[src/common/cad_pkg.sv]
// Opcode decoder constants, enumerations and lengths
`default_nettype none
package cad_pkg;
    localparam int CAD_DATA_W = 8;
    localparam int CAD_ADDR_W = 16;
    localparam logic [7:0] CAD_MUL_OPCODE = 8'h42;
    localparam logic [7:0] CAD_BSR_OPCODE = 8'had;
    localparam logic [2:0] CAD_LEN_ONE = 3'h1;
    localparam logic [2:0] CAD_LEN_TWO = 3'h2;
    localparam logic [2:0] CAD_LEN_THREE = 3'h3;
    localparam logic [15:0] CAD_PC_STEP_IMM = 16'h0001;
    localparam logic [7:0] CAD_ZERO_PAGE = 8'h00;
    localparam logic [15:0] CAD_RESET_PC = 16'h0000;

    // Ten addressing modes
    typedef enum logic [3:0] {
        implied_mode, operand_in_instruction_mode, short_absolute_mode, long_absolute_mode,
        indexed_no_offset_mode, indexed_byte_offset_mode, indexed_word_offset_mode,
        branch_offset_mode, bit_modify_mode, bit_test_branch_mode
    } cad_mode_t;

    // Operation groups by high nibble
    typedef enum logic [2:0] {
        grp_bit_test, grp_bit_modify, grp_branch, grp_rmw, grp_control, grp_regmem
    } cad_group_t;
endpackage : cad_pkg
`default_nettype wire

[src/rtl/cad_decode.sv]
// Combinational classification of one opcode byte
`default_nettype none
module cad_decode
    import cad_pkg::*;
(
    input wire logic [7:0] opcode,
    output cad_group_t group,
    output cad_mode_t mode,
    output logic [2:0] length,
    output logic unassigned,
    output logic [3:0] op_sel
);
    logic [3:0] hi;
    logic [3:0] lo;
    assign hi = opcode[7:4];
    assign lo = opcode[3:0];
    assign op_sel = lo;

    always_comb begin
        group = grp_control;
        mode = implied_mode;
        unassigned = 1'b0;
        case (hi)
            4'h0: begin group = grp_bit_test; mode = bit_test_branch_mode; end
            4'h1: begin group = grp_bit_modify; mode = bit_modify_mode; end
            4'h2: begin group = grp_branch; mode = branch_offset_mode; end
            4'h3, 4'h4, 4'h5, 4'h6, 4'h7: begin
                group = grp_rmw;
                case (hi)
                    4'h3: mode = short_absolute_mode;
                    4'h6: mode = indexed_byte_offset_mode;
                    4'h7: mode = indexed_no_offset_mode;
                    default: mode = implied_mode;
                endcase
                if (opcode == CAD_MUL_OPCODE) begin
                    group = grp_control;
                end else if (lo == 4'h1 || lo == 4'h2 || lo == 4'h5 || lo == 4'hb || lo == 4'he) begin
                    unassigned = 1'b1;
                end
            end
            4'h8, 4'h9: begin
                group = grp_control;
                mode = implied_mode;
                if (hi == 4'h8) begin
                    unassigned = !(lo == 4'h0 || lo == 4'h1 || lo == 4'h3 || lo == 4'he || lo == 4'hf);
                end else begin
                    unassigned = !(lo == 4'h7 || (lo >= 4'h8 && lo <= 4'hd) || lo == 4'hf);
                end
            end
            default: begin
                group = grp_regmem;
                case (hi)
                    4'ha: mode = operand_in_instruction_mode;
                    4'hb: mode = short_absolute_mode;
                    4'hc: mode = long_absolute_mode;
                    4'hd: mode = indexed_word_offset_mode;
                    4'he: mode = indexed_byte_offset_mode;
                    default: mode = indexed_no_offset_mode;
                endcase
                if (opcode == CAD_BSR_OPCODE) begin
                    mode = branch_offset_mode;
                end
                if (opcode == 8'ha7 || opcode == 8'hac || opcode == 8'haf) begin
                    unassigned = 1'b1;
                end
            end
        endcase
    end

    // Length follows the mode alone
    always_comb begin
        case (mode)
            implied_mode, indexed_no_offset_mode: length = CAD_LEN_ONE;
            long_absolute_mode, indexed_word_offset_mode, bit_test_branch_mode: length = CAD_LEN_THREE;
            default: length = CAD_LEN_TWO;
        endcase
    end
endmodule : cad_decode
`default_nettype wire

[src/rtl/cad_opcode_decoder.sv]
// Opcode decoder with effective address and next program counter
`default_nettype none
module cad_opcode_decoder
    import cad_pkg::*;
(
    input wire logic core_clk,
    input wire logic nrst,
    input wire logic fetch_valid,
    input wire logic [7:0] opcode,
    input wire logic [7:0] operand1,
    input wire logic [7:0] operand2,
    input wire logic [15:0] pc,
    input wire logic [7:0] index_reg,
    input wire logic [7:0] tested_byte,
    input wire logic [7:0] ccr,
    input wire logic irq_line_high,
    output cad_group_t group,
    output cad_mode_t mode,
    output logic [2:0] length,
    output logic unassigned,
    output logic [3:0] op_sel,
    output logic [2:0] bit_number,
    output logic bit_sense,
    output logic [15:0] effective_location,
    output logic [15:0] next_pc_out,
    output logic branch_taken,
    output logic carry_from_bit,
    output logic dec_valid
);
    // Condition code bit positions: H I N Z C
    localparam int CC_H = 4;
    localparam int CC_I = 3;
    localparam int CC_N = 2;
    localparam int CC_Z = 1;
    localparam int CC_C = 0;

    cad_group_t c_group;
    cad_mode_t c_mode;
    logic [2:0] c_len;
    logic c_unas;
    logic [3:0] c_sel;

    cad_decode u_decode (
        .opcode(opcode),
        .group(c_group),
        .mode(c_mode),
        .length(c_len),
        .unassigned(c_unas),
        .op_sel(c_sel)
    );

    logic cond;
    logic bit_val;
    logic [15:0] ea;
    logic [15:0] npc;
    logic [15:0] pc_next_instr;
    logic [15:0] rel_ofs;
    logic [8:0] x_sum;
    logic [15:0] x_wsum;

    // Branch condition select; bit 0 of low nibble inverts the base test
    always_comb begin
        cond = 1'b0;
        case (opcode[3:1])
            3'h0: cond = 1'b1;
            3'h1: cond = !(ccr[CC_C] | ccr[CC_Z]);
            3'h2: cond = !ccr[CC_C];
            3'h3: cond = !ccr[CC_Z];
            3'h4: cond = !ccr[CC_H];
            3'h5: cond = !ccr[CC_N];
            3'h6: cond = !ccr[CC_I];
            3'h7: cond = !irq_line_high;
            default: cond = 1'b0;
        endcase
        if (opcode[0]) begin
            cond = !cond;
        end
        bit_val = tested_byte[opcode[3:1]];
    end

    // Address and counter arithmetic per mode
    always_comb begin
        pc_next_instr = pc + {13'h0000, c_len};
        rel_ofs = {{8{operand2[7]}}, operand2};
        x_sum = {1'b0, index_reg} + {1'b0, operand1};
        x_wsum = {operand1, operand2} + {8'h00, index_reg};
        ea = pc;
        npc = pc_next_instr;
        case (c_mode)
            operand_in_instruction_mode: ea = pc + CAD_PC_STEP_IMM;
            short_absolute_mode, bit_modify_mode: ea = {CAD_ZERO_PAGE, operand1};
            long_absolute_mode: ea = {operand1, operand2};
            indexed_no_offset_mode: ea = {CAD_ZERO_PAGE, index_reg};
            indexed_byte_offset_mode: ea = {7'h00, x_sum};
            indexed_word_offset_mode: ea = x_wsum;
            branch_offset_mode: begin
                ea = pc_next_instr + {{8{operand1[7]}}, operand1};
                if (opcode == CAD_BSR_OPCODE || cond) begin
                    npc = ea;
                end
            end
            bit_test_branch_mode: begin
                ea = {CAD_ZERO_PAGE, operand1};
                if (bit_val ^ opcode[0]) begin
                    npc = pc_next_instr + rel_ofs;
                end
            end
            default: ea = pc;
        endcase
    end

    logic next_dec_valid;
    logic next_taken;
    cad_group_t next_group;
    cad_mode_t next_mode;
    logic [2:0] next_length;
    logic next_unassigned;
    logic [3:0] next_op_sel;
    logic [2:0] next_bit_number;
    logic next_bit_sense;
    logic [15:0] next_effective_location;
    logic [15:0] next_npc_out;
    logic next_branch_taken;
    logic next_carry_from_bit;

    // Next register values; decode is held when no fetch is offered, so a stalled
    // datapath keeps the last address and counter without a separate enable
    always_comb begin
        next_dec_valid = fetch_valid;
        next_taken = (npc != pc_next_instr);
        next_group = group;
        next_mode = mode;
        next_length = length;
        next_unassigned = unassigned;
        next_op_sel = op_sel;
        next_bit_number = bit_number;
        next_bit_sense = bit_sense;
        next_effective_location = effective_location;
        next_npc_out = next_pc_out;
        next_branch_taken = branch_taken;
        next_carry_from_bit = carry_from_bit;
        if (fetch_valid) begin
            next_group = c_group;
            next_mode = c_mode;
            next_length = c_len;
            next_unassigned = c_unas;
            next_op_sel = c_sel;
            next_bit_number = opcode[3:1];
            next_bit_sense = opcode[0];
            next_effective_location = ea;
            next_npc_out = npc;
            next_branch_taken = next_taken;
            next_carry_from_bit = bit_val;
        end
    end

    always_ff @(posedge core_clk or negedge nrst) begin
        if (!nrst) begin
            group <= grp_control;
            mode <= implied_mode;
            length <= CAD_LEN_ONE;
            unassigned <= 1'b0;
            op_sel <= 4'h0;
            bit_number <= 3'h0;
            bit_sense <= 1'b0;
            effective_location <= CAD_RESET_PC;
            next_pc_out <= CAD_RESET_PC;
            branch_taken <= 1'b0;
            carry_from_bit <= 1'b0;
            dec_valid <= 1'b0;
        end else begin
            dec_valid <= next_dec_valid;
            group <= next_group;
            mode <= next_mode;
            length <= next_length;
            unassigned <= next_unassigned;
            op_sel <= next_op_sel;
            bit_number <= next_bit_number;
            bit_sense <= next_bit_sense;
            effective_location <= next_effective_location;
            next_pc_out <= next_npc_out;
            branch_taken <= next_branch_taken;
            carry_from_bit <= next_carry_from_bit;
        end
    end

    // Assertions look one cycle after a taken request (the valid-drop and hold checks after an idle cycle); opcode-dependent parts use $past
    // so that they see the request itself and not the fetch that follows it
    // immediate address
    a_imm_address: assert property (@(posedge core_clk) disable iff (!nrst)
        fetch_valid && opcode[7:4] == 4'ha && opcode != CAD_BSR_OPCODE |=> effective_location == $past(pc) + 16'h0001
        && next_pc_out == $past(pc) + 16'h0002) else $error("immediate address wrong");
    a_direct_zero: assert property (@(posedge core_clk) disable iff (!nrst)
        fetch_valid && opcode[7:4] == 4'hb |=> effective_location == {8'h00, $past(operand1)}) else $error("direct wrong");
    a_ext_order: assert property (@(posedge core_clk) disable iff (!nrst)
        fetch_valid && opcode[7:4] == 4'hc |=> effective_location == {$past(operand1), $past(operand2)}
        && length == 3'h3) else $error("extended wrong");
    a_ix_plain: assert property (@(posedge core_clk) disable iff (!nrst)
        fetch_valid && opcode[7:4] == 4'hf |=> effective_location == {8'h00, $past(index_reg)} && length == 3'h1)
        else $error("indexed wrong");
    a_ix1_carry: assert property (@(posedge core_clk) disable iff (!nrst)
        fetch_valid && opcode[7:4] == 4'he |=> effective_location == 16'($past(index_reg)) + 16'($past(operand1)))
        else $error("byte offset wrong");
    a_ix2_carry: assert property (@(posedge core_clk) disable iff (!nrst)
        fetch_valid && opcode[7:4] == 4'hd |=> effective_location == {$past(operand1), $past(operand2)}
        + 16'($past(index_reg)) && next_pc_out == $past(pc) + 16'h0003) else $error("word offset wrong");
    a_mul_valid: assert property (@(posedge core_clk) disable iff (!nrst)
        fetch_valid && opcode == 8'h42 |=> !unassigned && mode == implied_mode) else $error("multiply wrong");
    a_rmw_holes: assert property (@(posedge core_clk) disable iff (!nrst)
        fetch_valid && opcode[7:4] inside {[4'h3:4'h7]} && opcode[3:0] inside {4'h1, 4'h5, 4'hb, 4'he}
        |=> unassigned) else $error("read-modify-write hole not flagged");
    a_bra_never: assert property (@(posedge core_clk) disable iff (!nrst)
        fetch_valid && opcode == 8'h21 |=> next_pc_out == $past(pc) + 16'h0002 && !branch_taken)
        else $error("never branch taken");
    a_bra_always: assert property (@(posedge core_clk) disable iff (!nrst)
        fetch_valid && opcode == 8'h20
        |=> next_pc_out == $past(pc) + 16'h0002 + {{8{$past(operand1[7])}}, $past(operand1)})
        else $error("always branch wrong");
    a_beq_zero: assert property (@(posedge core_clk) disable iff (!nrst)
        fetch_valid && opcode == 8'h27 && operand1 != 8'h00 |=> branch_taken == $past(ccr[1]))
        else $error("equal branch wrong");
    a_bit_carry: assert property (@(posedge core_clk) disable iff (!nrst)
        fetch_valid && opcode[7:4] == 4'h0 |=> carry_from_bit == $past(tested_byte[opcode[3:1]]))
        else $error("bit carry wrong");
    a_bit_fields: assert property (@(posedge core_clk) disable iff (!nrst)
        fetch_valid && opcode[7:5] == 3'h0 |=> bit_number == $past(opcode[3:1])
        && bit_sense == $past(opcode[0])) else $error("bit fields wrong");
    a_rmw_group: assert property (@(posedge core_clk) disable iff (!nrst)
        fetch_valid && opcode[7:4] inside {[4'h3:4'h7]} && opcode != 8'h42
        |=> group == grp_rmw) else $error("read-modify-write group wrong");
    a_ctrl_implied: assert property (@(posedge core_clk) disable iff (!nrst)
        fetch_valid && opcode[7:5] == 3'h4
        |=> group == grp_control && mode == implied_mode && length == 3'h1) else $error("control op wrong");
    a_bsr_rel: assert property (@(posedge core_clk) disable iff (!nrst)
        fetch_valid && opcode == 8'had |=> mode == branch_offset_mode
        && next_pc_out == $past(pc) + 16'h0002 + {{8{$past(operand1[7])}}, $past(operand1)})
        else $error("branch to subroutine wrong");
    a_inh_length: assert property (@(posedge core_clk) disable iff (!nrst)
        fetch_valid && opcode[7:5] == 3'h2
        |=> length == 3'h1 && mode == implied_mode) else $error("implied length wrong");
    a_valid_follow: assert property (@(posedge core_clk) disable iff (!nrst)
        fetch_valid |=> dec_valid) else $error("valid lost");
    a_valid_drop: assert property (@(posedge core_clk) disable iff (!nrst)
        !fetch_valid |=> !dec_valid) else $error("valid stood too long");
    a_hold_idle: assert property (@(posedge core_clk) disable iff (!nrst)
        !fetch_valid |=> $stable(effective_location) && $stable(next_pc_out) && $stable(mode))
        else $error("outputs moved while idle");

    // Main scenarios reached
    c_branch_taken: cover property (@(posedge core_clk) disable iff (!nrst) dec_valid && branch_taken);
    c_unassigned: cover property (@(posedge core_clk) disable iff (!nrst) dec_valid && unassigned);
    c_word_index: cover property (@(posedge core_clk) disable iff (!nrst) dec_valid && mode == indexed_word_offset_mode);
    c_bit_branch: cover property (@(posedge core_clk) disable iff (!nrst) dec_valid && mode == bit_test_branch_mode);
    c_multiply: cover property (@(posedge core_clk) disable iff (!nrst) dec_valid && op_sel == 4'h2 && group == grp_control);
endmodule : cad_opcode_decoder
`default_nettype wire

[config.mk]
export PLATFORM = sky130hd
export DESIGN_NAME = cad_opcode_decoder
export DESIGN_NICKNAME = d
export VERILOG_FILES = /design/src/common/cad_pkg.sv /design/src/rtl/cad_decode.sv /design/src/rtl/cad_opcode_decoder.sv
export SDC_FILE = /design/constraint.sdc
export NUM_CORES = 1
export LEC_CHECK = 0
export BUFFER_PORTS_ARGS = -buffer_cell sky130_fd_sc_hd__buf_4
export CAP_MARGIN = 20
export CORE_AREA = 2 2 109 111
export DETAILED_ROUTE_END_ITERATION = 8
export DIE_AREA = 0 0 111 113
export PLACE_DENSITY_LB_ADDON = 0.3
export SYNTH_ARGS = -nofsm -noshare
export SYNTH_HDL_FRONTEND = slang
export SYNTH_SLANG_ARGS = --single-unit
[constraint.sdc]
create_clock -name core_clk -period 0.8 [get_ports core_clk]
set_input_delay 0.16 -clock core_clk [delete_from_list [all_inputs] [get_ports core_clk]]
set_output_delay 0.16 -clock core_clk [all_outputs]
set_load 0.01 [all_outputs]
==> results of run 1 <==
-- through the flow --
step | hold WS, ps | utilization (%)
after floorplan | -136 | -
after global placement | 35.3 | 88.7
after detailed placement | 36.2 | 88.7
-- cells by family after synthesis --
group / after synthesis
AOI/OAI and AO/OA: 303
xor gates and xnor gates: 72
adders and majority gates: 56
buffers and inverters: 86
DFF: 49
muxes: 35
other: 1
and+or+nand+nor: 243
==> results.toml, run 1 <==
[run_status]
status = "did not finish"
lastStage = "4_1_cts"
error = "[ERROR DPL-0038] Utilization greater than 100%, impossible to legalize"

[placed_design]
dp_slack_ps = -3480
gp_congestion = 1.09
place_area_um2 = 10000
place_hpwl_mm = 25.5
dp_cells = 1352
io_buffers = 117

[die]
ios = 122
initial_utilization_pct = 57.6
rows = 39
die_w_um = 111
die_y_um = 113

[clock_network]
root_buffer = "clkbuf_16"
htree_levels = 2
cts.repair.resized = 273
cts_hold_buf = 1
numCtsBuffers = 5
cts.sinks = 49
postCtsSetupBuffers = 76
clock_tree.buffer_depth = 2

[synth]
yosys.area_share.simple_pct = 18.1
syn_nets = 969
synth_fa_ha_area_share_pct = 11.4
syn_area_um2 = 6490
yosysMostFrequentCell = "a21oi_1"
synth_top_area_share_pct = 18.1
ys_top_cells_by_area = "dfrtp_1 (18%), ha_1 (9.8%), a21oi_1 (7.4%)"
syn_area_per_cell_um2 = 7.68
yosysSeqAreaShare_pct = 18.9
async_flop_share_pct = 100
synth_edf_count = 0
synth_cell_type_count = 77
synthesis.instances = 845
synth_ff_type = "dfrtp_1"
synth_seq_cells = 49
ys_warn_count = 0
synth_top_family_by_area = "compound AO/OA/AOI/OAI gates"
synth_compound_area_share_pct = 30.1
muxShareOfSynthArea_pct = 6.11
yosysTopAreaCell = "dfrtp_1"
synth_commonest_cells = "a21oi_1 (96), nor2_1 (80), o21ai_0 (56), ha_1 (51), nand2_1 (50)"
synth-xor-area-share_pct = 9.83
==> run 2: changes to the inputs <==
--- a/config.mk
+++ b/config.mk
@@ -7,10 +7,10 @@
 export LEC_CHECK = 0
 export BUFFER_PORTS_ARGS = -buffer_cell sky130_fd_sc_hd__buf_4
 export CAP_MARGIN = 20
-export CORE_AREA = 2 2 109 111
+export CORE_AREA = 2 2 131 133
 export DETAILED_ROUTE_END_ITERATION = 8
-export DIE_AREA = 0 0 111 113
-export PLACE_DENSITY_LB_ADDON = 0.3
+export DIE_AREA = 0 0 133 135
+export PLACE_DENSITY_LB_ADDON = 0.15
 export SYNTH_ARGS = -nofsm -noshare
 export SYNTH_HDL_FRONTEND = slang
 export SYNTH_SLANG_ARGS = --single-unit
==> run 2 against run 1 <==
Against the previous run:
- the flow now finishes, with violations (negative setup slack)
- area after synthesis is the same
- synthesized cell count unchanged
==> results.toml, run 2 <==
[global_route]
grt_pass1_wl_mm = 45.8
grt_pass1_vias = 8435
grt_max_degree = 25
grt-ovfl-total = 0
grt_use_total_pct = 32.7
antenna_found_initial = 0

[power_and_ir_drop]
power_uw = 16800
intPower_uw = 10200
switching_share_pct = 39.4
powerDensity_nw_per_um2 = 1310
p_clk_share_pct = 13.6
p_sw_uw = 6610
p_leak_uw = 0.00572
ir_drop_v = 0.000985
p_seq_share_pct = 18.6
comb_power_share_pct = 67.8

[synth]
syn_area_per_cell_um2 = 7.68
yosysTopAreaCell = "dfrtp_1"
synth_seq_cells = 49
async_flop_share_pct = 100
yosysSeqAreaShare_pct = 18.9
ys_warn_count = 0
syn_nets = 969
synth_edf_count = 0
synth_commonest_cells = "a21oi_1 (96), nor2_1 (80), o21ai_0 (56), ha_1 (51), nand2_1 (50)"
syn_area_um2 = 6490
synth_cell_type_count = 77
synth_ff_type = "dfrtp_1"
synth_top_area_share_pct = 18.1
yosysMostFrequentCell = "a21oi_1"
ys_top_cells_by_area = "dfrtp_1 (18%), ha_1 (9.8%), a21oi_1 (7.4%)"
synthesis.instances = 845

[routing]
routed_wl_mm = 31.3
drtAntennaViolNets = 0
dr_total_vias = 8854
via_per_inst = 5.74
detailedRoute.firstIterationViolations = 736
drtPass1Iterations = 5
drc = 0
wl_per_cell_um = 20.3

[worst_setup_path]
critPathRequiredTime_ps = 970
startpoint_type = "input pin"
cpPeakStageDelay_ps = 310
cp_max_fo = 4
crit_buf_inv = 3
cp_slowest_cell = "o211ai_1"
path_cells = "buf_8 -> xor2_2 -> nor2b_4 -> nor2_4 -> ha_4 -> a21oi_4 -> nand2b_4 -> xor2_4 -> inv_2 -> ha_4 -> o211ai_1 -> o211ai_1 -> a21oi_1 -> xor2_1 -> buf_4 -> nand3_1 -> nand4_1 -> a21oi_1 -> nand4_1 -> nor4_2 -> a41oi_1"
arrival_ps = 3820
critPathTopFamily = "simple AND/OR/NAND/NOR gates"
setup.worst_path.class = "in2reg"
end_kind = "flip-flop"

[clock_network]
htree_levels = 2
numCtsBuffers = 5
clk_latency_ps = 300
cts_tree = "yes"
clkSlewWorstSetupHoldPaths_ps = 70
root_buffer = "clkbuf_16"
clock_tree.buffer_depth = 2
cts.sinks = 49

[run_status]
status = "finished with violations"
violations = "negative setup slack"

[sta]
period_share_pct = 456
clock.fmax_mhz = 274
hold_ws_ps = 174
finalWorstSetupSlack_ps = -2840
rsz0062_at_grt = "yes"
maxSlewViolCount = 0
slew_headroom_pct = 55.2
finalSetupViolCount = 100
fin_crit_ps = 3640
tightest_slew_ps = 668
hold_viol = 0
finClkSkew_ps = 0

[layout]
top_regs = "effective_location x16, next_pc_out x16"
regArea_um2 = 1230
fillerInstances = 1141
final_cells = 1542
layout_common_cells = "buf_4 (392), buf_6 (103), nor2_1 (68)"
diodes = 0
drive_above_1_share_pct = 58.0
area_growth_syn_to_layout_pct = 97.5
final_common_cell = "buf_4"
multiInputGateArea_um2 = 6590
fin_area_um2 = 12800
nets = 1445
final_core_util_pct = 78.2

[die]
initial_utilization_pct = 39.6
ios = 122
die_w_um = 133
rows = 47
die-area_um2 = 18000
die_y_um = 135
coreArea_um2 = 16400

[job]
maxCapViolations = 0

[hold_path]
hp-class = "in2reg"

[placed_design]
place_hpwl_mm = 23.2
io_buffers = 117
dp_cells = 1445
gp_congestion = 1.01
place_area_um2 = 10200
## run 2: worst paths after layout
path | start | end | slack (ps) | cells past startpoint
min in group asynchronous | nrst | effective_location[0]$_DFFE_PN0P_ | 260 | 2
setup reg to reg | group[1]$_DFFE_PN0P_ | group[1]$_DFFE_PN0P_ | -170 | 2
max in group asynchronous | nrst | effective_location[3]$_DFFE_PN0P_ | 170 | 3
setup / recovery | opcode[7] | branch_taken$_DFFE_PN0P_ | -2840 | 21
hold reg to reg | next_pc_out[3]$_DFFE_PN0P_ | next_pc_out[3]$_DFFE_PN0P_ | 510 | 1
hold / removal | fetch_valid | dec_valid$_DFF_PN0_ | 170 | 2
## run 2: area by class of cell
class,instances,share of cell area (%)
multi-input cells,710,51.4
repair buffers,513,34.4
flip-flops and latches,49,9.58
well taps,220,2.15
inverters,42,1.29
clock buffers,6,1.08
clock inverters,2,0.107
## run 2: power groups by stage
stage | registers (uW) | clock network (uW) | logic [uW]
floorplan | 3210 | 0 | 3920
global placement | 3060 | 0 | 8060
detailed placement | 3080 | 0 | 8100
CTS | 3100 | 2310 | 9770
global route | 3140 | 2410 | 12000
finish | 3110 | 2280 | 11400
## run 2: stage by stage
step	setup slack, ps	TNS (ps)
6_report	-2840	-87830
5_1_grt	-3040	-93640
4_1_cts	-2760	-84230
3_5_place_dp	-3410	-98540
3_3_place_gp	-3290	-96300
2_1_floorplan	-2980	-78940
## run 2: cells by family after synthesis
logic type	synth area share (%)
xor+xnor	9.83
mux	6.11
buf+inv	5.61
flops	18.9
fa+ha+maj	11.4
simple gates	18.1
compound gates	30.1
other cells	0.0577
## run 2: timing repair
| action | in CTS | in global routing |
|---|---|---|
| endpoints found under the hold margin | 49 | 0 |
| endpoints found under the setup margin | 99 | 100 |
| buffers inserted | 58 | 45 |
| hold buffers | 1 | 0 |
| pin swaps | 117 | 110 |
| gates resized for setup | 226 | 132 |
## run 2: layer usage
layer  wire, um  vias up  global-route usage [%]
met5          0        -                       0
met4       1060        0                    9.74
li1           -     4087                       -
met1      12800     4263                    42.4
met3       2300       74                    4.39
met2      15200      430                    56.7
## run 2: worst reg2reg max path: stages (launching register included)
cell and delay (ps):
dfrtp_1 430, buf_4 160, mux2_4 270
(Power assumes the default switching activity.)
